===== src/rtl/mode_select_pkg.sv =====
package mode_select_pkg;

   localparam logic [11:0] mode_control_addr = 12'h000;
   localparam int          mode_control_w    = 8;
   localparam int          expansion_enable_bit          = 7;
   localparam int          sense_hi_bit      = 1;
   localparam int          sense_lo_bit      = 0;

   localparam logic [1:0] pins_mode0 = 2'h0;
   localparam logic [1:0] pins_mode1 = 2'h1;
   localparam logic [1:0] pins_mode2 = 2'h2;

   // Edges after reset release: pins valid, then settled
   localparam logic [1:0] sense_load_cnt = 2'h2;
   localparam logic [1:0] sync_ready_cnt = 2'h3;

   localparam logic [1:0] resp_okay   = 2'h0;
   localparam logic [1:0] resp_slverr = 2'h2;

   localparam int ea_width     = 24;
   localparam int normal_width = 16;

   // Bus slave phases, Gray along idle to answer
   typedef enum logic [1:0] {
      idle_st = 2'b00,
      resp_st = 2'b01
   } bus_state_type;

endpackage


===== src/rtl/operating_mode_select_control.sv =====
`timescale 1ns/1ns
module operating_mode_select_control (
   input  wire logic        aclk,
   input  wire logic        aresetn,
   input  wire logic        mode_pin_hi,
   input  wire logic        mode_pin_lo,
   input  wire logic [23:0] cpu_ea,
   output logic      [23:0] cpu_addr,
   output logic             advanced_addr,
   output logic             rom_enable,
   output logic             ext_bus_enable,
   output logic             mode_invalid,
   input  wire logic [11:0] s_axi_awaddr,
   input  wire logic        s_axi_awvalid,
   output logic             s_axi_awready,
   input  wire logic [31:0] s_axi_wdata,
   input  wire logic [3:0]  s_axi_wstrb,
   input  wire logic        s_axi_wvalid,
   output logic             s_axi_wready,
   output logic [1:0]       s_axi_bresp,
   output logic             s_axi_bvalid,
   input  wire logic        s_axi_bready,
   input  wire logic [11:0] s_axi_araddr,
   input  wire logic        s_axi_arvalid,
   output logic             s_axi_arready,
   output logic [31:0]      s_axi_rdata,
   output logic [1:0]       s_axi_rresp,
   output logic             s_axi_rvalid,
   input  wire logic        s_axi_rready
);

   // Pin synchronisers: stage one feeds stage two only
   logic [1:0] pin_meta_r;
   logic [1:0] pin_sync_r;
   logic       expansion_enable_r;
   logic       sense_hi_r;
   logic       sense_lo_r;
   logic       mode1;
   logic       sense_load;
   logic [1:0] pins;

   assign pins = pin_sync_r;

   // Advanced addressing only on the 10 strap; decoded in several places
   function automatic logic is_adv(input logic [1:0] p);
      logic adv;
      adv = 1'b0;
      if (p == mode_select_pkg::pins_mode2) begin
         adv = 1'b1;
      end
      return adv;
   endfunction

   // Word decode shared by both channels; a single register is mapped
   function automatic logic reg_hit(input logic [11:0] a);
      logic hit;
      hit = 1'b0;
      if (a[11:2] == mode_select_pkg::mode_control_addr[11:2]) begin
         hit = 1'b1;
      end
      return hit;
   endfunction

   always_ff @(posedge aclk) begin
      if (!aresetn) begin
         pin_meta_r <= 2'h0;
         pin_sync_r <= 2'h0;
      end else begin
         pin_meta_r <= {mode_pin_hi, mode_pin_lo};
         pin_sync_r <= pin_meta_r;
      end
   end

   // Pins held static (board's duty), so mode decodes straight from them
   assign mode1 = (pins == mode_select_pkg::pins_mode1);

   // First cycle after reset: sync chain not yet filled, wait one more edge
   logic [1:0] fill_r;
   always_ff @(posedge aclk) begin
      if (!aresetn) begin
         fill_r <= 2'h0;
      end else if (fill_r != mode_select_pkg::sync_ready_cnt) begin
         fill_r <= fill_r + 2'h1;
      end
   end
   assign sense_load = (fill_r == mode_select_pkg::sense_load_cnt);

   // Write channel: address and data taken in either order
   logic        aw_held_r;
   logic        w_held_r;
   logic [11:0] aw_addr_r;
   logic [7:0]  w_data_r;
   logic        w_strb0_r;
   logic        wr_go;
   logic        wr_hit;

   assign wr_go  = aw_held_r && w_held_r && !s_axi_bvalid;
   assign wr_hit = wr_go && reg_hit(aw_addr_r) && w_strb0_r;

   always_ff @(posedge aclk) begin
      if (!aresetn) begin
         aw_held_r     <= 1'b0;
         w_held_r      <= 1'b0;
         aw_addr_r     <= 12'h000;
         w_data_r      <= 8'h00;
         w_strb0_r     <= 1'b0;
         s_axi_awready <= 1'b0;
         s_axi_wready  <= 1'b0;
         s_axi_bvalid  <= 1'b0;
         s_axi_bresp   <= 2'h0;
      end else begin
         s_axi_awready <= !aw_held_r && !(s_axi_awvalid && s_axi_awready);
         s_axi_wready  <= !w_held_r && !(s_axi_wvalid && s_axi_wready);
         if (s_axi_awvalid && s_axi_awready) begin
            aw_held_r <= 1'b1;
            aw_addr_r <= {s_axi_awaddr[11:2], 2'h0};
         end
         if (s_axi_wvalid && s_axi_wready) begin
            w_held_r  <= 1'b1;
            w_data_r  <= s_axi_wdata[7:0];
            w_strb0_r <= s_axi_wstrb[0];
         end
         if (wr_go) begin
            aw_held_r    <= 1'b0;
            w_held_r     <= 1'b0;
            s_axi_bvalid <= 1'b1;
            s_axi_bresp  <= reg_hit(aw_addr_r) ? mode_select_pkg::resp_okay
                                               : mode_select_pkg::resp_slverr;
         end else if (s_axi_bvalid && s_axi_bready) begin
            s_axi_bvalid <= 1'b0;
         end
      end
   end

   // Extension enable: forced in mode 1, software owned in modes 2 and 3
   always_ff @(posedge aclk) begin
      if (!aresetn) begin
         expansion_enable_r <= 1'b0;
      end else if (sense_load) begin
         expansion_enable_r <= mode1;
      end else if (mode1) begin
         expansion_enable_r <= 1'b1;
      end else if (wr_hit) begin
         expansion_enable_r <= w_data_r[mode_select_pkg::expansion_enable_bit];
      end
   end

   // Read channel; a read of the mode register relatches the pins
   mode_select_pkg::bus_state_type rd_state_r;
   logic rd_hit;
   logic rd_take;
   assign rd_hit  = reg_hit(s_axi_araddr);
   // Accepted read of the mode register; also the sense-latch strobe
   assign rd_take = (rd_state_r == mode_select_pkg::idle_st) && s_axi_arvalid &&
                    s_axi_arready && rd_hit;

   always_ff @(posedge aclk) begin
      if (!aresetn) begin
         rd_state_r    <= mode_select_pkg::idle_st;
         s_axi_arready <= 1'b0;
         s_axi_rvalid  <= 1'b0;
         s_axi_rdata   <= 32'h0;
         s_axi_rresp   <= 2'h0;
      end else begin
         case (rd_state_r)
            mode_select_pkg::idle_st: begin
               s_axi_arready <= !s_axi_arready;
               if (s_axi_arvalid && s_axi_arready) begin
                  s_axi_arready <= 1'b0;
                  s_axi_rvalid  <= 1'b1;
                  rd_state_r    <= mode_select_pkg::resp_st;
                  if (rd_hit) begin
                     s_axi_rdata <= {24'h0, expansion_enable_r, 5'h00, pins};
                     s_axi_rresp <= mode_select_pkg::resp_okay;
                  end else begin
                     s_axi_rdata <= 32'h0;
                     s_axi_rresp <= mode_select_pkg::resp_slverr;
                  end
               end
            end
            default: begin
               if (s_axi_rready) begin
                  s_axi_rvalid <= 1'b0;
                  rd_state_r   <= mode_select_pkg::idle_st;
               end
            end
         endcase
      end
   end

   // Sense latches: reset cancels, loaded from pins, refreshed on each read of the mode register
   always_ff @(posedge aclk) begin
      if (!aresetn) begin
         sense_hi_r <= 1'b0;
         sense_lo_r <= 1'b0;
      end else if (sense_load || rd_take) begin
         sense_hi_r <= pins[1];
         sense_lo_r <= pins[0];
      end
   end

   // Decoded mode outputs, all registered
   always_ff @(posedge aclk) begin
      if (!aresetn) begin
         advanced_addr  <= 1'b0;
         rom_enable     <= 1'b0;
         ext_bus_enable <= 1'b0;
         mode_invalid   <= 1'b0;
      end else begin
         advanced_addr  <= is_adv(pins);
         rom_enable     <= pins[1];
         ext_bus_enable <= expansion_enable_r;
         mode_invalid   <= (pins == mode_select_pkg::pins_mode0) &&
                           (fill_r == mode_select_pkg::sync_ready_cnt);
      end
   end

   // Normal addressing keeps only the low 16 bits
   always_ff @(posedge aclk) begin
      if (!aresetn) begin
         cpu_addr <= 24'h0;
      end else if (is_adv(pins)) begin
         cpu_addr <= cpu_ea;
      end else begin
         cpu_addr <= {8'h00, cpu_ea[mode_select_pkg::normal_width-1:0]};
      end
   end
endmodule


===== config.mk =====
export PLATFORM = sky130hd
export DESIGN_NAME = operating_mode_select_control
export DESIGN_NICKNAME = d
export VERILOG_FILES = /design/src/rtl/mode_select_pkg.sv /design/src/rtl/operating_mode_select_control.sv
export SDC_FILE = /design/constraint.sdc
export NUM_CORES = 1
export LEC_CHECK = 0
export BUFFER_PORTS_ARGS = -buffer_cell sky130_fd_sc_hd__buf_2
export CAP_MARGIN = 0
export CORE_UTILIZATION = 40
export DETAILED_ROUTE_END_ITERATION = 10
export PLACE_DENSITY = 0.78
export SLEW_MARGIN = 0
export SYNTH_ARGS = -nofsm -noshare
export SYNTH_HDL_FRONTEND = slang
export SYNTH_SLANG_ARGS = --single-unit

===== constraint.sdc =====
create_clock -name aclk -period 1.5 [get_ports aclk]
set_clock_uncertainty 0.2 [all_clocks]
set_input_delay 0.075 -clock aclk [delete_from_list [all_inputs] [get_ports aclk]]
set_output_delay 0.075 -clock aclk [all_outputs]
set_load 0.005 [all_outputs]

==> Word-level counts from Yosys, hierarchy flattened <==
Index checks and enable logic that the tools add are counted.
{ "totals": {"regBits": 99, "in_bits": 93, "output_inout_bits": 69, "wordCells": 81} }
{ "classes": {"addsub": 1, "n_eq_ne": 6, "mux": 21, "bitwise_logic": 1, "reduce_logical": 28} }
{ "ops": {"columns": ["operator", "n"], "rows": [
  ["zero test 10 bit", 2],
  ["2-to-1 mux 1 bit", 15],
  ["logical AND 1 bit", 11],
  ["2-to-1 mux 2 bit", 5],
  ["2-to-1 mux 8 bit", 1],
  ["== test 2 bit (second input constant)", 3],
  ["zero test 1 bit", 6],
  ["AND reduction 2 bit", 3],
  ["zero test 2 bit", 2],
  ["nonzero test 2 bit", 2],
  ["nonzero test 3 bit", 1],
  ["adder 2 x 1 -> 2 bit (second input constant)", 1],
  ["== test 2 x 1 -> 1 bit (second input constant)", 1],
  ["inequality test 2 x 1 -> 1 bit (second input constant)", 1],
  ["inequality test 2 bit (second input constant)", 1],
  ["OR reduction 2 bit", 1],
  ["NOT 1 bit", 1]
]} }

==> Depth between registers and ports, before layout <==
{ "depth": {"word_depth": 7, "mapped_depth": 5, "ltp_nobuf": 5} }

==> Worst setup path before layout <==
OpenSTA, ideal clock, no wires.
{ "synth_timing": {"path_type": "flip-flop to flip-flop", "startpoint": "reg aw_addr_r[2]", "endpoint": "reg expansion_enable_r", "setup_ps": 123, "t_arrival_ps": 837, "required_time_ps": 1177, "slack_ps": 340, "path_stages_with_launch": 4, "n_path_buf": 0, "synth_period_minus_slack_ps": 1160, "path_cell_list": "dfxtp_1 -> nor4_4 -> nand4_1 -> mux2i_1"} }
{ "synth_via": {"elab_chain_cells": 5} }
{ "synth_rtl": {"columns": ["item", "line_no", "rtl"], "rows": [
  ["start: declaration", "operating_mode_select_control.sv:91", "logic [11:0] aw_addr_r;"],
  ["start signal: assignment", "operating_mode_select_control.sv:116", "aw_addr_r <= {s_axi_awaddr[11:2], 2'h0};"],
  ["zero test 10 bit", "operating_mode_select_control.sv:58", "if (a[11:2] == mode_select_pkg::mode_control_addr[11:2]) begin"],
  ["2-to-1 mux 1 bit", "operating_mode_select_control.sv:58", null],
  ["logical AND 1 bit (2 in a row)", "operating_mode_select_control.sv:98", "assign wr_hit = wr_go && reg_hit(aw_addr_r) && w_strb0_r;"],
  ["nonzero test 3 bit (no source line)", null, null],
  ["end signal: assignment", "operating_mode_select_control.sv:140", "expansion_enable_r <= mode1;"],
  ["end signal: assignment", "operating_mode_select_control.sv:144", "expansion_enable_r <= w_data_r[mode_select_pkg::expansion_enable_bit];"],
  ["end: declaration", "operating_mode_select_control.sv:35", "logic expansion_enable_r;"]
]} }
Every way passes these cells.
A chain may end at the register's enable or synchronous reset.

==> Worst setup path in the final report <==
{ "layout_timing": {"startpoint": "in s_axi_wvalid", "endpoint": "reg w_data_r[7]"} }
{ "layout_via": {"elab_chain_cells": 1} }
{ "layout_rtl": {"columns": ["item", "line_no", "rtl"], "rows": [
  ["start: declaration", "operating_mode_select_control.sv:18", "input wire logic s_axi_wvalid,"],
  ["logical AND 1 bit", "operating_mode_select_control.sv:118", "if (s_axi_wvalid && s_axi_wready) begin"],
  ["end signal: assignment", "operating_mode_select_control.sv:120", "w_data_r <= s_axi_wdata[7:0];"],
  ["end: declaration", "operating_mode_select_control.sv:92", "logic [7:0] w_data_r;"]
]} }
Every way passes these cells.

==> results.md <==
- Clock sinks: 59
- Register area share after synthesis: 0.5204
- Initial core utilization: 0.4147
- Post-CTS setup buffers: 0
- Port Buf Inserts: 92
- First-pass GRT wire length: roughly 9.3 mm
- Setup tns final: 0 ns
- Nets: just under 500
- Top-area cell type share of the netlist area: 0.5204
- Async SR Flop Fraction: 0
- Hold-critical path endpoint: aw_addr_r[8]
- Vias in the first global route: about 2,100
- Pin count of the biggest net entering global routing: 32
- CP required: approximately 1.6 ns
- Max-Cap Viols: 0
- # H-tree levels: 3
- Tcrit/Tclk final: 0.9634
- Fmax: approximately 690 MHz
- Final ANT Viol Nets: 0
- Clock buffer depth: 2
- Initial antenna violation count: 0
- Simple-gate share of the synthesized area: 0.2596
- Congestion Overflow GR: 0
- Reg-to-reg startpoint: s_axi_wready
- WL per Instance: around 12 um
- Layout area overhead: 56.56%
- Synth unique cells: 29
- Family with the most delay on the worst path: buffers and inverters
- Xor/xnor share of the synthesized area: 0.007718
- DR vias/cell: 4.300
- Drt first pass iters: 6
- Leakage: approximately 1.7 nW
- CTS clk-pin slew, worst paths: roughly 0.070 ns
- Detail Placement HPWL: a little over 3 mm
- HP Class: primary input to flip-flop
- Worst path cell trace: dlygate4sd3_1 > buf_2 > nand3_1 > dlygate4sd3_1 > a21boi_0
- Synthesis Warnings: 0
- Final hold violations: 0
- Peak VDD IR: approximately 0.00051 V
- Vias: between 2,000 and 2,500
- Fin. max-slew vios: 0
- TritonCTS Buffers: 9
- Gr usage total: 0.2035
- CP max FO: 4
- Root buf cell: clkbuf_8
- CP most frequent cell: dlygate4sd3_1
- Top cells by area, synth: dfxtp_1 52%, buf_4 10%, and2_1 9.9%
- DR iter-0 viols: 76
- Critical Path AT: about 1.5 ns
- N_diodes: 0
- Post-Syn Area per Cell: roughly 10 um^2
- Core Rows: 27
- Crit-path slowest cell: dlygate4sd3_1
- Reg2Reg Depth: 3
- CP bufs+invs: 3
- EDFF count, synth: 0
- Hold_sp: aresetn
- FF-to-FF End: w_data_r[7]
- Most frequent cell after synthesis: dfxtp_1
- Worst-Skew Late Latency: roughly 0.33 ns
- FF+latch count, synth: between 50 and 60
- Hold Path Stages: 3
- Core area: 5473 um^2
- Post-synthesis compound-gate area fraction: 0.07497
- Crit path kind: primary input to flip-flop
- Area leader, netlist: dfxtp_1
- RSZ-0062 raised after global routing: false
- Slowest stage delay, CP: between 0.5 and 0.6 ns
- Total wire length: roughly 5.6 mm
- # setup viols final: 0
- Height of the die: 77.33 um
- Die ar.: between 5000 and 6000 um^2
- Post-synthesis cell area: 2270 um^2
- Worst Setup Start Kind: primary input
- Largest family of logic cells by synthesized area: simple AND/OR/NAND/NOR gates
- Adder-cell area share of the yosys netlist: 0.01103
- DIE WIDTH: about 77 um
- Layout cells sized above 1: 0.2944
- DRC errors left: 0
- Crit end category: flip-flop
- Pwr Total: between 3 and 4 mW
- Mux cell area share after synthesis: 0.004410
- Ys flop type: dfxtp_1
- Flop2flop setup slack: ~0.08 ns
- Status: finished, final reports clean
- Layout fillers: 420
- Ports: approximately 160
- RePlAce Congestion: between 0.7 and 0.8
- Synthesized instance count: between 200 and 250
- Final min period: roughly 1.4 ns
- CTS tree: done
- Commonest cells in the netlist: 59 x dfxtp_1, 36 x and2_1, 31 x buf_4
- Pwr dens: between 1000 and 1500 nW/um^2
## kinds of logic (layout without fill, tap and decap cells)
| family | count (synthesis) | in the layout |
|---|---|---|
| muxes | 1 | 1 |
| other | 1 | 31 |
| buffers and inverters | 39 | 179 |
| DFF | 59 | 59 |
| AOI/OAI and AO/OA | 25 | 25 |
| xor gates and xnor gates | 2 | 2 |
| adders and majority gates | 2 | 2 |
| and+or+nand+nor | 95 | 95 |
## where the power goes
part           internal (mW)  leakage (nW)  switching [mW]
Combinational          0.284          1.09           0.183
Clock                  0.796         0.106           0.604
Sequential              1.65         0.485          0.0513
Total                   2.73          1.68           0.838
## how the worst max path moves through the flow
stage	startpoint	to	slack [ns]	cells past startpoint
2_1_floorplan	aw_addr_r[2]	expansion_enable_r	0.34	3
3_3_place_gp	s_axi_awready	s_axi_awready	0.25	3
3_5_place_dp	s_axi_awready	s_axi_awready	0.21	3
4_1_cts	s_axi_wready	w_data_r[7]	0.02	3
5_1_grt	s_axi_wvalid	w_strb0_r	0.02	5
6_report	s_axi_wvalid	w_data_r[7]	0.05	5
## tightest hold or removal path, stage by stage
cell and delay [ns]:
buf_2 0.11, buf_4 0.21, a21boi_0 0.14
## routing by layer
metal	vias to the layer above	global-route usage	part of all wire
li1	997	-	-
met1	903	0.1984	0.37
met2	86	0.3867	0.54
met3	18	0.05119	0.057
met4	0	0.1094	0.029
met5	-	0	0
## flip-flops by register name, indices dropped and copies added (netlist names), 2 cells and up
| register | flops |
|---|---|
| pin_meta_r | 2 |
| fill_r | 2 |
| pin_sync_r | 2 |
| aw_addr_r | 10 |
| s_axi_rdata | 3 |
| cpu_addr | 24 |
## through the flow
stage | hold WS, ns | utilization | instance area (um^2) | worst slack [ns] | cells
global placement | 0.07444 | 0.4895 | 2679 | 0.2480 | 382
detailed placement | 0.07805 | 0.4895 | 2679 | 0.2077 | 382
floorplan | -0.003294 | - | 2382 | 0.3403 | 254
finish | 0.05843 | 0.6493 | 3553 | 0.05495 | 466
CTS | 0.04966 | 0.6491 | 3552 | 0.01626 | 466
global route | 0.08103 | 0.6493 | 3553 | 0.01971 | 466
## cell usage in the layout, fill, tap and decap left out, drive strengths merged, types with 2 or more instances in the layout
cell type and n:
a21boi 17, a31oi 2, and2 36, and3b 2
buf 94, clkbuf 10, clkinv 5, conb 31
dfxtp 59, dlygate4sd3 68, ha 2, nand2 29
nand2b 2, nand3 2, nand3b 2, nand4 4
nor2 3, nor2b 3, nor3 2, nor3b 4
nor4 4, o21ai 5, xnor2 2
## layout make-up
class,instances,area (um^2),share of cell area
Clock buffer,10,137.6,0.03873
Timing Repair Buffer,162,1156,0.3254
Sequential cell,59,1182,0.3327
Tap cell,72,90.09,0.02535
Clock inverter,6,55.05,0.01549
Multi-Input combinational cell,156,928.4,0.2613
Inverter,1,3.754,0.001056
## timing repair
| action | CTS | global route |
|---|---|---|
| endpoints found under the setup margin | 0 | 2 |
| endpoints found under the hold margin | 49 | 0 |
| hold buffers | 68 | 0 |
| resized for setup | 0 | 2 |
Note: power is estimated with default switching activity, not from simulation.
